## config.mk

```make
export PLATFORM = sky130hd
export DESIGN_NAME = cpm_channel_monitor
export DESIGN_NICKNAME = d
export VERILOG_FILES = /design/src/cpm_pkg.sv /design/src/cpm_trip_timer.sv /design/src/cpm_channel_monitor.sv
export VERILOG_INCLUDE_DIRS = /design/src
export SDC_FILE = /design/constraint.sdc
export NUM_CORES = 1
export LEC_CHECK = 0
export BUFFER_PORTS_ARGS = -buffer_cell sky130_fd_sc_hd__clkbuf_2
export CAP_MARGIN = 10
export CORE_ASPECT_RATIO = 1.1
export CORE_MARGIN = 10
export CORE_UTILIZATION = 50
export DETAILED_ROUTE_END_ITERATION = 16
export PLACE_DENSITY = 0.73
export SLEW_MARGIN = 10
export SYNTH_ARGS = -nofsm -noshare
export SYNTH_HDL_FRONTEND = slang
export SYNTH_SLANG_ARGS = --single-unit
```

## constraint.sdc

```tcl
create_clock -name clk_sys_i -period 8.5 [get_ports clk_sys_i]
set_input_delay 1.7 -clock clk_sys_i [delete_from_list [all_inputs] [get_ports clk_sys_i]]
set_output_delay 1.7 -clock clk_sys_i [all_outputs]
set_load 0.01 [all_outputs]
```

## src/cpm_params.svh

```systemverilog
// named constants of the channel protection monitor
// assumes voltage in mV, power in 10 mW, temperature in degC, delays in ms
`ifndef CPM_PARAMS_SVH
`define CPM_PARAMS_SVH

// ****************************************************************
// widths
// ****************************************************************
`define CPM_VW            16
`define CPM_PW            16
`define CPM_TW            8
`define CPM_DW            16
`define CPM_CW            16

// ****************************************************************
// module ratings and reset values
// ****************************************************************
`define CPM_V_MAX         16'h9c40
`define CPM_V_MARGIN      16'h01f4
`define CPM_V_TRIP_MAX    (`CPM_V_MAX + `CPM_V_MARGIN)
`define CPM_P_MAX         16'h3c8c
`define CPM_T_TRIP_RST    8'h3c
`define CPM_HW_SHIFT      5
`define CPM_HAS_HW_CMP    1'b1

// ****************************************************************
// timing
// ****************************************************************
`define CPM_CLK_PERIOD_NS 100
`define CPM_MS_NS         1000000

`endif

```

## src/cpm_pkg.sv

```systemverilog
// types shared by the channel protection monitor files
// assumes cpm_params.svh is on the include path
`include "cpm_params.svh"

package cpm_pkg;

    typedef logic [`CPM_VW-1:0] cpm_volt_t;
    typedef logic [`CPM_PW-1:0] cpm_pow_t;
    typedef logic [`CPM_TW-1:0] cpm_temp_t;
    typedef logic [`CPM_DW-1:0] cpm_ms_t;

    typedef enum logic {CPM_VG_SW, CPM_VG_HW} cpm_vg_type_e;

    typedef enum logic [1:0] {
        CPM_CH_OFF,
        CPM_CH_ON,
        CPM_CH_TRIPPED,
        CPM_CH_ERROR
    } cpm_chan_e;

endpackage : cpm_pkg

```

## src/cpm_trip_timer.sv

```systemverilog
// trip delay timer: qualifies an over-level condition for a delay in ms
// assumes over_i is produced on clk_sys_i
`timescale 1ns/100ps
`default_nettype none
`include "cpm_params.svh"

module cpm_trip_timer #(
    parameter int unsigned TICK_CYCLES = `CPM_MS_NS / `CPM_CLK_PERIOD_NS
) (
    input  wire logic           clk_sys_i,
    input  wire logic           rst_n_i,
    input  wire logic           over_i,
    input  wire cpm_pkg::cpm_ms_t delay_ms_i,
    output logic                expired_o
);
    import cpm_pkg::*;

    logic [`CPM_CW-1:0] tick_cnt_reg;
    cpm_ms_t            ms_cnt_reg;
    logic               ms_full;

    assign ms_full = &ms_cnt_reg;

    // ****************************************************************
    // prescaler, restarted with the condition so no partial ms counts
    // ****************************************************************
    always_ff @(posedge clk_sys_i or negedge rst_n_i)
    begin
        if (!rst_n_i)
            tick_cnt_reg <= '0;
        else if (!over_i)
            tick_cnt_reg <= '0;
        else if (tick_cnt_reg == `CPM_CW'(TICK_CYCLES - 1))
            tick_cnt_reg <= '0;
        else
            tick_cnt_reg <= tick_cnt_reg + 1'b1;
    end

    // ****************************************************************
    // elapsed whole milliseconds, saturating
    // ****************************************************************
    always_ff @(posedge clk_sys_i or negedge rst_n_i)
    begin
        if (!rst_n_i)
            ms_cnt_reg <= '0;
        else if (!over_i)
            ms_cnt_reg <= '0;
        else if (tick_cnt_reg == `CPM_CW'(TICK_CYCLES - 1) && !ms_full)
            ms_cnt_reg <= ms_cnt_reg + 1'b1;
    end

    // never early: only whole counted ms are compared
    assign expired_o = over_i && (ms_cnt_reg >= delay_ms_i);

endmodule : cpm_trip_timer
`default_nettype wire

```

## src/cpm_channel_monitor.sv

```systemverilog
// protection supervisor for one programmable power output channel
// assumes measurements arrive on clk_sys_i; comparator pin is asynchronous
`timescale 1ns/100ps
`default_nettype none
`include "cpm_params.svh"

module cpm_channel_monitor #(
    parameter int unsigned TICK_CYCLES = `CPM_MS_NS / `CPM_CLK_PERIOD_NS
) (
    input  wire logic                  clk_sys_i,
    input  wire logic                  rst_n_i,
    // voltage settings
    input  wire logic                  vset_we_i,
    input  wire cpm_pkg::cpm_volt_t    vset_i,
    input  wire logic                  vlim_we_i,
    input  wire cpm_pkg::cpm_volt_t    vlim_i,
    input  wire logic                  vg_en_i,
    input  wire cpm_pkg::cpm_vg_type_e vg_type_i,
    input  wire logic                  vtrip_we_i,
    input  wire cpm_pkg::cpm_volt_t    vtrip_i,
    input  wire cpm_pkg::cpm_ms_t      vdelay_i,
    // power settings
    input  wire logic                  pset_we_i,
    input  wire cpm_pkg::cpm_pow_t     pset_i,
    input  wire logic                  plim_we_i,
    input  wire cpm_pkg::cpm_pow_t     plim_i,
    input  wire logic                  pg_en_i,
    input  wire logic                  ptrip_we_i,
    input  wire cpm_pkg::cpm_pow_t     ptrip_i,
    input  wire cpm_pkg::cpm_ms_t      pdelay_i,
    // temperature settings
    input  wire logic                  tg_en_i,
    input  wire logic                  ttrip_we_i,
    input  wire cpm_pkg::cpm_temp_t    ttrip_i,
    input  wire cpm_pkg::cpm_temp_t    tceil_i,
    input  wire cpm_pkg::cpm_ms_t      tdelay_i,
    // measurements and control
    input  wire cpm_pkg::cpm_volt_t    meas_v_i,
    input  wire cpm_pkg::cpm_pow_t     meas_p_i,
    input  wire cpm_pkg::cpm_temp_t    meas_t_i,
    input  wire logic                  hw_cmp_trip_i,
    input  wire logic                  out_req_i,
    input  wire logic                  clear_i,
    // outputs
    output cpm_pkg::cpm_volt_t         vset_o,
    output cpm_pkg::cpm_volt_t         vlim_o,
    output cpm_pkg::cpm_volt_t         vtrip_o,
    output cpm_pkg::cpm_pow_t          pset_o,
    output cpm_pkg::cpm_pow_t          plim_o,
    output cpm_pkg::cpm_pow_t          ptrip_o,
    output cpm_pkg::cpm_temp_t         ttrip_o,
    output logic                       out_en_o,
    output logic                       crowbar_o,
    output logic                       cv_mode_o,
    output logic                       vg_trip_o,
    output logic                       pg_trip_o,
    output logic                       tg_trip_o,
    output logic                       module_error_o,
    output logic                       trip_event_o,
    output logic                       cfg_reject_o,
    output cpm_pkg::cpm_chan_e         chan_state_o
);
    import cpm_pkg::*;

    // ****************************************************************
    // functions
    // ****************************************************************
    // about 3% above setpoint, 1/32 keeps it a shift instead of a divider
    function automatic logic [`CPM_VW:0] cpm_hw_level(input cpm_volt_t v);
        cpm_hw_level = {1'b0, v} + (`CPM_VW+1)'(v >> `CPM_HW_SHIFT);
    endfunction : cpm_hw_level

    function automatic logic cpm_v_above(input cpm_volt_t meas,
                                         input cpm_volt_t set);
        cpm_v_above = {1'b0, meas} > cpm_hw_level(set);
    endfunction : cpm_v_above

    // ****************************************************************
    // declarations
    // ****************************************************************
    cpm_volt_t  vlim_reg;
    cpm_volt_t  vset_reg;
    cpm_volt_t  vtrip_reg;
    cpm_pow_t   plim_reg;
    cpm_pow_t   pset_reg;
    cpm_pow_t   ptrip_reg;
    cpm_temp_t  ttrip_reg;
    logic       cfg_reject_reg;
    logic       cfg_reject_next;
    logic       vg_flag_reg;
    logic       pg_flag_reg;
    logic       tg_flag_reg;
    logic       hw_flag_reg;
    logic       err_flag_reg;
    logic       trip_event_reg;
    logic       cmp_s1_reg;
    logic       cmp_s2_reg;
    logic       cmp_s3_reg;
    logic       cmp_stable_reg;
    cpm_chan_e  state_reg;
    cpm_chan_e  state_next;
    logic       vg_is_hw;
    logic       sw_vg_on;
    logic       hw_vg_on;
    logic       v_over;
    logic       p_over;
    logic       t_over;
    logic       vg_expired;
    logic       pg_expired;
    logic       tg_expired;
    logic       hw_set;
    logic       err_set;
    logic       any_set;
    logic       any_flag;
    logic       vlim_ok;
    logic       vtrip_ok;
    logic       plim_ok;
    logic       ptrip_ok;
    logic       ttrip_ok;

    // ****************************************************************
    // guard selection
    // ****************************************************************
    // type is ignored on a variant with no comparator fitted
    assign vg_is_hw = `CPM_HAS_HW_CMP && (vg_type_i == CPM_VG_HW);
    assign sw_vg_on = vg_en_i && !vg_is_hw;
    assign hw_vg_on = vg_en_i && vg_is_hw;

    // ****************************************************************
    // write qualification
    // ****************************************************************
    assign vlim_ok  = vlim_i <= `CPM_V_MAX;
    assign vtrip_ok = (vtrip_i <= `CPM_V_TRIP_MAX)
                   && (vtrip_i >= vset_reg);
    assign plim_ok  = plim_i <= `CPM_P_MAX;
    assign ptrip_ok = ptrip_i <= plim_reg;
    assign ttrip_ok = ttrip_i <= tceil_i;

    always_comb
    begin
        cfg_reject_next = (vlim_we_i && !vlim_ok)
                       || (vtrip_we_i && !vtrip_ok)
                       || (plim_we_i && !plim_ok)
                       || (ptrip_we_i && !ptrip_ok)
                       || (ttrip_we_i && !ttrip_ok);
    end

    always_ff @(posedge clk_sys_i or negedge rst_n_i)
    begin
        if (!rst_n_i)
            cfg_reject_reg <= 1'b0;
        else
            cfg_reject_reg <= cfg_reject_next;
    end

    // ****************************************************************
    // voltage ceiling and setpoint
    // ****************************************************************
    always_ff @(posedge clk_sys_i or negedge rst_n_i)
    begin
        if (!rst_n_i)
            vlim_reg <= `CPM_V_MAX;
        else if (vlim_we_i && vlim_ok)
            vlim_reg <= vlim_i;
    end

    always_ff @(posedge clk_sys_i or negedge rst_n_i)
    begin
        if (!rst_n_i)
            vset_reg <= '0;
        else if (vlim_we_i && vlim_ok)
            vset_reg <= (vset_reg > vlim_i) ? vlim_i : vset_reg;
        else if (vset_we_i)
            vset_reg <= (vset_i > vlim_reg) ? vlim_reg : vset_i;
    end

    // ****************************************************************
    // voltage trip level
    // ****************************************************************
    // a setpoint rise drags the level up; a fall leaves it where it is
    always_ff @(posedge clk_sys_i or negedge rst_n_i)
    begin
        if (!rst_n_i)
            vtrip_reg <= `CPM_V_TRIP_MAX;
        else if (vtrip_we_i && vtrip_ok)
            vtrip_reg <= vtrip_i;
        else if (vset_reg > vtrip_reg)
            vtrip_reg <= vset_reg;
    end

    // ****************************************************************
    // power ceiling, setpoint and trip level
    // ****************************************************************
    always_ff @(posedge clk_sys_i or negedge rst_n_i)
    begin
        if (!rst_n_i)
            plim_reg <= `CPM_P_MAX;
        else if (plim_we_i && plim_ok)
            plim_reg <= plim_i;
    end

    always_ff @(posedge clk_sys_i or negedge rst_n_i)
    begin
        if (!rst_n_i)
            pset_reg <= '0;
        else if (plim_we_i && plim_ok)
            pset_reg <= (pset_reg > plim_i) ? plim_i : pset_reg;
        else if (pset_we_i)
            pset_reg <= (pset_i > plim_reg) ? plim_reg : pset_i;
    end

    always_ff @(posedge clk_sys_i or negedge rst_n_i)
    begin
        if (!rst_n_i)
            ptrip_reg <= `CPM_P_MAX;
        else if (plim_we_i && plim_ok)
            ptrip_reg <= (ptrip_reg > plim_i) ? plim_i : ptrip_reg;
        else if (ptrip_we_i && ptrip_ok)
            ptrip_reg <= ptrip_i;
    end

    // ****************************************************************
    // temperature trip level, one set per channel instance
    // ****************************************************************
    always_ff @(posedge clk_sys_i or negedge rst_n_i)
    begin
        if (!rst_n_i)
            ttrip_reg <= `CPM_T_TRIP_RST;
        else if (ttrip_we_i && ttrip_ok)
            ttrip_reg <= ttrip_i;
        else if (ttrip_reg > tceil_i)
            ttrip_reg <= tceil_i;
    end

    // ****************************************************************
    // comparator pin synchroniser
    // ****************************************************************
    always_ff @(posedge clk_sys_i or negedge rst_n_i)
    begin
        if (!rst_n_i)
        begin
            cmp_s1_reg <= 1'b0;
            cmp_s2_reg <= 1'b0;
            cmp_s3_reg <= 1'b0;
        end
        else
        begin
            cmp_s1_reg <= hw_cmp_trip_i;
            cmp_s2_reg <= cmp_s1_reg;
            cmp_s3_reg <= cmp_s2_reg;
        end
    end

    always_ff @(posedge clk_sys_i or negedge rst_n_i)
    begin
        if (!rst_n_i)
            cmp_stable_reg <= 1'b0;
        else if (cmp_s2_reg == cmp_s3_reg)
            cmp_stable_reg <= cmp_s3_reg;
    end

    // ****************************************************************
    // over-level detection and delay timers
    // ****************************************************************
    assign v_over = sw_vg_on && (meas_v_i >= vtrip_reg);
    assign p_over = pg_en_i && (meas_p_i >= ptrip_reg);
    assign t_over = tg_en_i && (meas_t_i >= ttrip_reg);

    cpm_trip_timer #(
        .TICK_CYCLES (TICK_CYCLES)
    ) u_vg_timer (
        .clk_sys_i   (clk_sys_i),
        .rst_n_i     (rst_n_i),
        .over_i      (v_over),
        .delay_ms_i  (vdelay_i),
        .expired_o   (vg_expired)
    );

    cpm_trip_timer #(
        .TICK_CYCLES (TICK_CYCLES)
    ) u_pg_timer (
        .clk_sys_i   (clk_sys_i),
        .rst_n_i     (rst_n_i),
        .over_i      (p_over),
        .delay_ms_i  (pdelay_i),
        .expired_o   (pg_expired)
    );

    cpm_trip_timer #(
        .TICK_CYCLES (TICK_CYCLES)
    ) u_tg_timer (
        .clk_sys_i   (clk_sys_i),
        .rst_n_i     (rst_n_i),
        .over_i      (t_over),
        .delay_ms_i  (tdelay_i),
        .expired_o   (tg_expired)
    );

    // fixed threshold, no timer: fastest possible response
    assign hw_set  = hw_vg_on
                  && (cpm_v_above(meas_v_i, vset_reg) || cmp_stable_reg);
    // last resort when neither voltage guard is switched on
    assign err_set = !vg_en_i && cpm_v_above(meas_v_i, vset_reg);

    // ****************************************************************
    // latched trip flags, a new trip wins over a clear
    // ****************************************************************
    always_ff @(posedge clk_sys_i or negedge rst_n_i)
    begin
        if (!rst_n_i)
        begin
            vg_flag_reg  <= 1'b0;
            pg_flag_reg  <= 1'b0;
            tg_flag_reg  <= 1'b0;
            hw_flag_reg  <= 1'b0;
            err_flag_reg <= 1'b0;
        end
        else
        begin
            vg_flag_reg  <= vg_expired || (vg_flag_reg && !clear_i);
            pg_flag_reg  <= pg_expired || (pg_flag_reg && !clear_i);
            tg_flag_reg  <= tg_expired || (tg_flag_reg && !clear_i);
            hw_flag_reg  <= hw_set || (hw_flag_reg && !clear_i);
            err_flag_reg <= err_set || (err_flag_reg && !clear_i);
        end
    end

    assign any_set  = vg_expired || pg_expired || tg_expired
                   || hw_set || err_set;
    assign any_flag = vg_flag_reg || pg_flag_reg || tg_flag_reg
                   || hw_flag_reg || err_flag_reg;

    // one pulse per new guard or crowbar trip for the event log; a module error gives none
    always_ff @(posedge clk_sys_i or negedge rst_n_i)
    begin
        if (!rst_n_i)
            trip_event_reg <= 1'b0;
        else
            trip_event_reg <= (vg_expired && !vg_flag_reg)
                           || (pg_expired && !pg_flag_reg)
                           || (tg_expired && !tg_flag_reg)
                           || (hw_set && !hw_flag_reg);
    end

    // ****************************************************************
    // channel state
    // ****************************************************************
    always_comb
    begin
        state_next = state_reg;
        case (state_reg)
            CPM_CH_OFF:
                if (out_req_i && !any_flag && !any_set)
                    state_next = CPM_CH_ON;
            CPM_CH_ON:
                if (err_set)
                    state_next = CPM_CH_ERROR;
                else if (any_set)
                    state_next = CPM_CH_TRIPPED;
                else if (!out_req_i)
                    state_next = CPM_CH_OFF;
            CPM_CH_TRIPPED:
                if (!any_flag)
                    state_next = CPM_CH_OFF;
            CPM_CH_ERROR:
                if (!any_flag)
                    state_next = CPM_CH_OFF;
            default:
                state_next = CPM_CH_OFF;
        endcase
    end

    always_ff @(posedge clk_sys_i or negedge rst_n_i)
    begin
        if (!rst_n_i)
            state_reg <= CPM_CH_OFF;
        else
            state_reg <= state_next;
    end

    // ****************************************************************
    // outputs
    // ****************************************************************
    // output only requested again after a clear; never re-armed silently
    assign out_en_o       = (state_reg == CPM_CH_ON);
    assign crowbar_o      = hw_flag_reg;
    // guard off: reaching setpoint is plain regulation, not a fault
    assign cv_mode_o      = !vg_en_i && out_en_o
                         && (meas_v_i >= vset_reg);
    assign vg_trip_o      = vg_flag_reg || hw_flag_reg;
    assign pg_trip_o      = pg_flag_reg;
    assign tg_trip_o      = tg_flag_reg;
    assign module_error_o = err_flag_reg;
    assign trip_event_o   = trip_event_reg;
    assign cfg_reject_o   = cfg_reject_reg;
    assign chan_state_o   = state_reg;
    assign vset_o         = vset_reg;
    assign vlim_o         = vlim_reg;
    assign vtrip_o        = vtrip_reg;
    assign pset_o         = pset_reg;
    assign plim_o         = plim_reg;
    assign ptrip_o        = ptrip_reg;
    assign ttrip_o        = ttrip_reg;

endmodule : cpm_channel_monitor
`default_nettype wire

```

==> results of run 1 <==
==> synth_stat cells (21+ instances only) <==
master / n / area share
nor3_1: 21 / 0.0063
o21a_1: 24 / 0.011
xnor2_1: 45 / 0.023
nand4_1: 49 / 0.018
o21ai_0: 126 / 0.038
a21oi_1: 88 / 0.026
inv_1: 207 / 0.046
nand3_1: 54 / 0.016
a21o_1: 34 / 0.015
nand2_1: 119 / 0.027
xor2_1: 45 / 0.023
dfstp_2: 31 / 0.049
dfrtp_1: 182 / 0.27
mux2_2: 56 / 0.038
mux2i_1: 57 / 0.034
ha_1: 281 / 0.21
nor2_1: 149 / 0.033
==> cells in the final DEF, fill, tap and decap left out, types with 16 or more instances in the layout <==
cell type and n:
dfrtp_1 182, nand4_1 49, nor2_1 149, inv_1 207, ha_1 281, and3_1 18, clkbuf_2 329, a21o_1 34
nand3_1 54, nor2b_1 16, nor3_1 21, o21a_1 24, xnor2_1 45, mux2_2 56, xor2_1 45, a21oi_1 87
mux2i_1 57, nand2_1 119, clkbuf_16 25, dfstp_2 31, nand2b_1 18, o21ai_0 125
==> logic make-up (layout without fill, tap and decap cells) <==
| group | Yosys count | after routing | share of synthesized area |
|---|---|---|---|
| other | 0 | 4 | 0 |
| adders and majority gates | 283 | 283 | 0.211 |
| xor gates and xnor gates | 90 | 90 | 0.0469 |
| buffers and inverters | 242 | 590 | 0.0562 |
| muxes | 123 | 123 | 0.0805 |
| AOI/OAI and AO/OA | 366 | 366 | 0.137 |
| DFF | 213 | 213 | 0.320 |
| and+or+nand+nor | 510 | 510 | 0.149 |
==> power groups by stage <==
stage | Combinational, uW | Sequential, uW | Clock (uW)
floorplan | 1500 | 1490 | 0
global placement | 2230 | 1500 | 0
detailed placement | 2320 | 1500 | 0
CTS | 2330 | 1490 | 1160
global route | 2620 | 1520 | 1210
finish | 2330 | 1490 | 1140
==> worst register-to-register path, delay by kind of cell (launching register included) <==
family                     cells  cell delay, ns
DFF                            1            0.55
xor gates and xnor gates       1            0.15
and+or+nand+nor                3            0.50
adders and majority gates      2            0.63
AOI/OAI and AO/OA             12            2.68
==> final timing paths <==
check                       startpoint  cells past startpoint              end
max in group asynchronous      rst_n_i                      2       ptrip_o[0]
max reg2reg                  vset_o[6]                     18  chan_state_o[1]
min in group asynchronous      rst_n_i                      1       vtrip_o[1]
max                        meas_v_i[0]                     12        cv_mode_o
min                         cmp_s1_reg                      0       cmp_s2_reg
min reg2reg                 cmp_s1_reg                      0       cmp_s2_reg
==> area by class of cell <==
type	instances	area (sq um)	area share
multi-input combinational	1372	10500	0.531
sequential	213	5370	0.271
timing repair buffer	337	1730	0.0872
inverter	207	777	0.0393
clock buffer	34	709	0.0358
tap	432	541	0.0273
clock inverter	12	156	0.00790
antenna	4	10.0	0.000506
==> metrics by stage <==
stage	setup WS [ns]	instances	power (uW)	util
global placement	3.03	2561	3730	0.570
floorplan	3.46	1827	2990	-
CTS	3.03	2607	4980	0.596
finish	2.99	2611	4950	0.596
detailed placement	3.06	2561	3820	0.570
global route	2.90	2608	5350	0.596
==> layer usage <==
metal	vias to the layer above	share of wire	global-route usage
li1	7159	-	-
met1	7083	0.42	0.286
met2	503	0.47	0.408
met3	93	0.078	0.0594
met4	4	0.031	0.0803
met5	-	0.00048	0
==> flow_summary.yaml, run 1 <==
finish:
  syn_to_final_growth_pct: 17.8
  nets: 2654
  fillers: 2840
  drive_gt1_frac: 0.229
  fin_area_sq_mm: 0.0198
timing:
  fin_crit_ns: 5.51
  rsz0062_at_grt: "false"
  fin_worst_skew_ns: 0.0128
  min_period_over_period: 0.648
  hold_ws_ns: 0.350
  setup_viol: 0
  tightest_slew_ns: 1.28
  max_freq_mhz: 182
  slew_violations: 0
  setup_tns_ns: 0
  hold_viol_final: 0
  relSlewSlack: 0.147
setup_path:
  critPathArrivalTime_ns: 3.81
  critPathSlowestCell: "ha_1"
  r2r_setup_slack_ns: 3.90
  crit_type: "primary input to output port"
  cpMostUsedCell: "a21o_1"
  crit_required_ns: 6.80
  crit_buf_inv: 3
  crit_fanout: 3
  start_kind: "primary input"
  cp-end-kind: "output port"
  slowest_delay_ns: 0.29
  cp_top_family: "compound AO/OA/AOI/OAI gates"
  crit_path_cell_trace: "clkbuf_2, inv_1, ha_1, nand2b_1, a21o_1, a21o_1, a21o_1, a21o_1, a211o_1, a21oi_1, o21ai_0, clkbuf_2"
cts:
  insertion_delay_ns: 0.54
  clockRootBuffer: "clkbuf_16"
  cts_tree: "done"
  clock-sinks: 213
  htree_levels: 1
  post_cts_buffers: 0
  clock_path_buffers: 3
  cts.repair.resized: 0
  ctsHoldBuffers: 0
  cts_buffers: 25
  cts.clk_slew.worst_paths_ns: 0.06
placed_design:
  dpl_cell_area_sq_mm: 0.0189
  place.gp.congestion: 0.962
  io_buffers: 330
  post-dp-hpwl_mm: 41.1
drt:
  first_pass_iters: 5
  ant_nets: 0
  route.detailed.drc: 0
  first_iter_violations: 783
  wl_mm: 50.5
  via_per_inst: 5.68
  wl_per_cell_um: 19.3
  vias: 14842
run:
  maxCapViolations: 0
logic_synthesis:
  avgSynthCellArea_sq_um: 9.19
  synth_cell_types: 73
  ys.flop_type: "dfrtp_1"
  synth_enable_flop_cells: 0
  syn-num-nets: 2325
  synth_cells: 1827
  ys_ff_latch: 213
  async_flop_share: 1.00
  yosysSeqAreaShare: 0.320
  syn-cell-area_sq_mm: 0.0168
  synth-warning-count: 0
outcome:
  status: "completed"
power:
  pwr-share-clk: 0.229
  power_frac_seq: 0.301
  p_int_uw: 2960
  p_leak_uw: 0.0102
  power_density_mw_per_mm2: 250
  ir_worst_vdd_v: 0.000150
  p_switching_uw: 1990
  p_sw_frac: 0.402
  p_comb_frac: 0.470
die:
  die_area_sq_mm: 0.0413
  die-width_um: 195
  pin_count: 331
  core_area_sq_mm: 0.0332
  rows: 70
  die_h_um: 212
  start_util: 0.506
grt:
  grt_usage: 0.238
  antenna_found_initial: 6
  grt_first_pass_wirelength_mm: 81.0
  grt-ovfl-total: 0
  grt_pass1_vias: 15526
  grt_max_degree: 111
min_path:
  hp-class: "flop to flop"
Power figures use the tool's default switching activity.
==> inputs of run 2 (changes only) <==
--- a/config.mk
+++ b/config.mk
@@ -6,13 +6,14 @@
 export SDC_FILE = /design/constraint.sdc
 export NUM_CORES = 1
 export LEC_CHECK = 0
+export ABC_AREA = 1
 export BUFFER_PORTS_ARGS = -buffer_cell sky130_fd_sc_hd__clkbuf_2
 export CAP_MARGIN = 10
 export CORE_ASPECT_RATIO = 1.1
 export CORE_MARGIN = 10
 export CORE_UTILIZATION = 50
 export DETAILED_ROUTE_END_ITERATION = 16
-export PLACE_DENSITY = 0.73
+export PLACE_DENSITY = 0.76
 export SLEW_MARGIN = 10
 export SYNTH_ARGS = -nofsm -noshare
 export SYNTH_HDL_FRONTEND = slang
==> constraint.sdc (replaced) <==
create_clock -name clk_sys_i -period 4.7 [get_ports clk_sys_i]
set_input_delay 0.94 -clock clk_sys_i [delete_from_list [all_inputs] [get_ports clk_sys_i]]
set_output_delay 0.94 -clock clk_sys_i [all_outputs]
set_load 0.01 [all_outputs]
==> flow_summary.yaml, run 2 <==
cts:
  htree_levels: 1
  cts_tree: "done"
  insertion_delay_ns: 0.54
  cts.repair.resized: 0
  cts_buffers: 26
  ctsHoldBuffers: 0
  clockRootBuffer: "clkbuf_16"
  post_cts_buffers: 0
  cts.clk_slew.worst_paths_ns: 0.06
  clock-sinks: 213
  clock_path_buffers: 3
power:
  p_leak_uw: 0.0106
  power_density_mw_per_mm2: 422
  power.total_uw: 8570
  ir_worst_vdd_v: 0.000266
outcome:
  status: "completed"
timing:
  setup_tns_ns: 0
  relSlewSlack: 0.263
  fin_crit_ns: 3.79
  max_freq_mhz: 264
  hold_viol_final: 0
  rsz0062_at_grt: "false"
  setup_viol: 0
  tightest_slew_ns: 1.10
  fin_worst_skew_ns: 0.0187
  min_period_over_period: 0.806
  slew_violations: 0
logic_synthesis:
  syn-cell-area_sq_mm: 0.0173
  ys_top_cells_by_area: "dfrtp_1 (26%), ha_1 (20%), nand2_1 (9.6%)"
  async_flop_share: 1.00
  yosysSeqAreaShare: 0.310
  synth_cells: 2269
  netlist.area_leader.share: 0.263
  syn-num-nets: 2767
  ys_ff_latch: 213
  synth-warning-count: 0
  synth_largest_area_cell: "dfrtp_1"
  ys.flop_type: "dfrtp_1"
  synthTopCellsByCount: "nand2_1 (445), inv_1 (355), ha_1 (281)"
  avgSynthCellArea_sq_um: 7.63
  synth_cell_types: 58
  synth_enable_flop_cells: 0
  synthMostInstantiatedCell: "nand2_1"
grt:
  grt_usage: 0.246
  antenna_found_initial: 4
  grt-ovfl-total: 0
  grt_pass1_vias: 17164
  grt_max_degree: 122
  grt_first_pass_wirelength_mm: 86.3
die:
  die_h_um: 215
  die_area_sq_mm: 0.0425
  rows: 71
  pin_count: 331
  core_area_sq_mm: 0.0342
  die-width_um: 197
  start_util: 0.506
min_path:
  hp-class: "flop to flop"
finish:
  syn_to_final_growth_pct: 17.3
  drive_gt1_frac: 0.190
  nets: 3090
  layout_common_cells: "nand2_1 (444), inv_1 (355), clkbuf_2 (329)"
  final_common_cell: "nand2_1"
setup_path:
  crit_required_ns: 5.12
  start_kind: "flop"
  crit_type: "flop to flop"
  cpMostUsedCell: "nand2_1"
  crit_fanout: 7
  critPathArrivalTime_ns: 4.21
  slowest_delay_ns: 0.49
  critPathSlowestCell: "dfrtp_1"
  cp-end-kind: "flop"
drt:
  vias: 16754
  wl_per_cell_um: 17.3
  via_per_inst: 5.49
  wl_mm: 52.9
  first_iter_violations: 1104
  route.detailed.drc: 0
  first_pass_iters: 6
  ant_nets: 0
placed_design:
  io_buffers: 330
  place.gp.congestion: 0.945
  post-dp-hpwl_mm: 43.3
run:
  maxCapViolations: 0
[run 2: changes by cell type in the layout (fill, tap and decap cells not counted), sizes merged, moves of 37 or more]
cell | previous run | this run
nand2 | 120 | 461
inv | 209 | 373
a21oi | 88 | 175
o21ai | 128 | 207
mux2 | 66 | 0
mux2i | 57 | 0
nor3 | 21 | 72
xnor2 | 45 | 8
[run 2: per-stage QoR]
step | instance area (sq um) | instances | setup slack [ns] | hold WS, ns | util
6_report | 20300 | 3053 | 0.911 | 0.353 | 0.594
5_1_grt | 20300 | 3053 | 0.490 | 0.358 | 0.594
4_1_cts | 20300 | 3050 | 0.942 | 0.355 | 0.593
3_5_place_dp | 19400 | 3002 | 0.974 | 0.341 | 0.567
3_3_place_gp | 19400 | 3002 | 1.12 | 0.333 | 0.567
2_1_floorplan | 17300 | 2269 | 1.40 | 0.331 | -
[run 2: routing by layer]
layer,GRT usage,share of wire
met5,0,0.00038
met2,0.427,0.48
met3,0.0475,0.068
met1,0.294,0.41
met4,0.0906,0.038
[run 2: cell type report]
class	instances	area, sq um
diodes	3	7.51
clock buffers	32	734
clock inverters	16	186
fillers	3083	13900
inverters	372	1400
multi-input cells	1642	10300
flip-flops and latches	213	5370
well taps	438	548
repair buffers	337	1730
[run 2: worst paths after layout]
kind | to | slack, ns | startpoint | depth (start not counted)
worst max-delay path | chan_state_o[0] | 0.91 | vset_o[6] | 25
worst min-delay path | cmp_s2_reg | 0.35 | cmp_s1_reg | 0
worst max register to register | chan_state_o[0] | 0.91 | vset_o[6] | 25
worst min register to register | cmp_s2_reg | 0.35 | cmp_s1_reg | 0
max in group asynchronous | plim_o[11] | 3.16 | rst_n_i | 2
min in group asynchronous | u_vg_timer.ms_cnt_reg[8] | 0.50 | rst_n_i | 1
[run 2: cell families after synthesis]
| family | share of synthesized area |
|---|---|
| AO/OA/AOI/OAI | 0.152 |
| flip-flops | 0.310 |
| AND/OR/NAND/NOR | 0.222 |
| XOR/XNOR | 0.0177 |
| adder cells (fa/ha/maj) | 0.205 |
| buffers and inverters | 0.0934 |
[run 2: report_power, final]
group          total [uW]  switching (uW)  internal, uW
clock                2160             871          1290
sequential           2560             350          2210
combinational        3860            2440          1410
[run 2: critical path, delay by kind of cell, from the launching register on]
| kind | cells | cell delay, ns |
|---|---|---|
| AOI/OAI and AO/OA | 4 | 0.57 |
| xor gates and xnor gates | 1 | 0.16 |
| adders and majority gates | 2 | 0.72 |
| buffers and inverters | 3 | 0.21 |
| DFF | 1 | 0.49 |
| and+or+nand+nor | 15 | 1.54 |
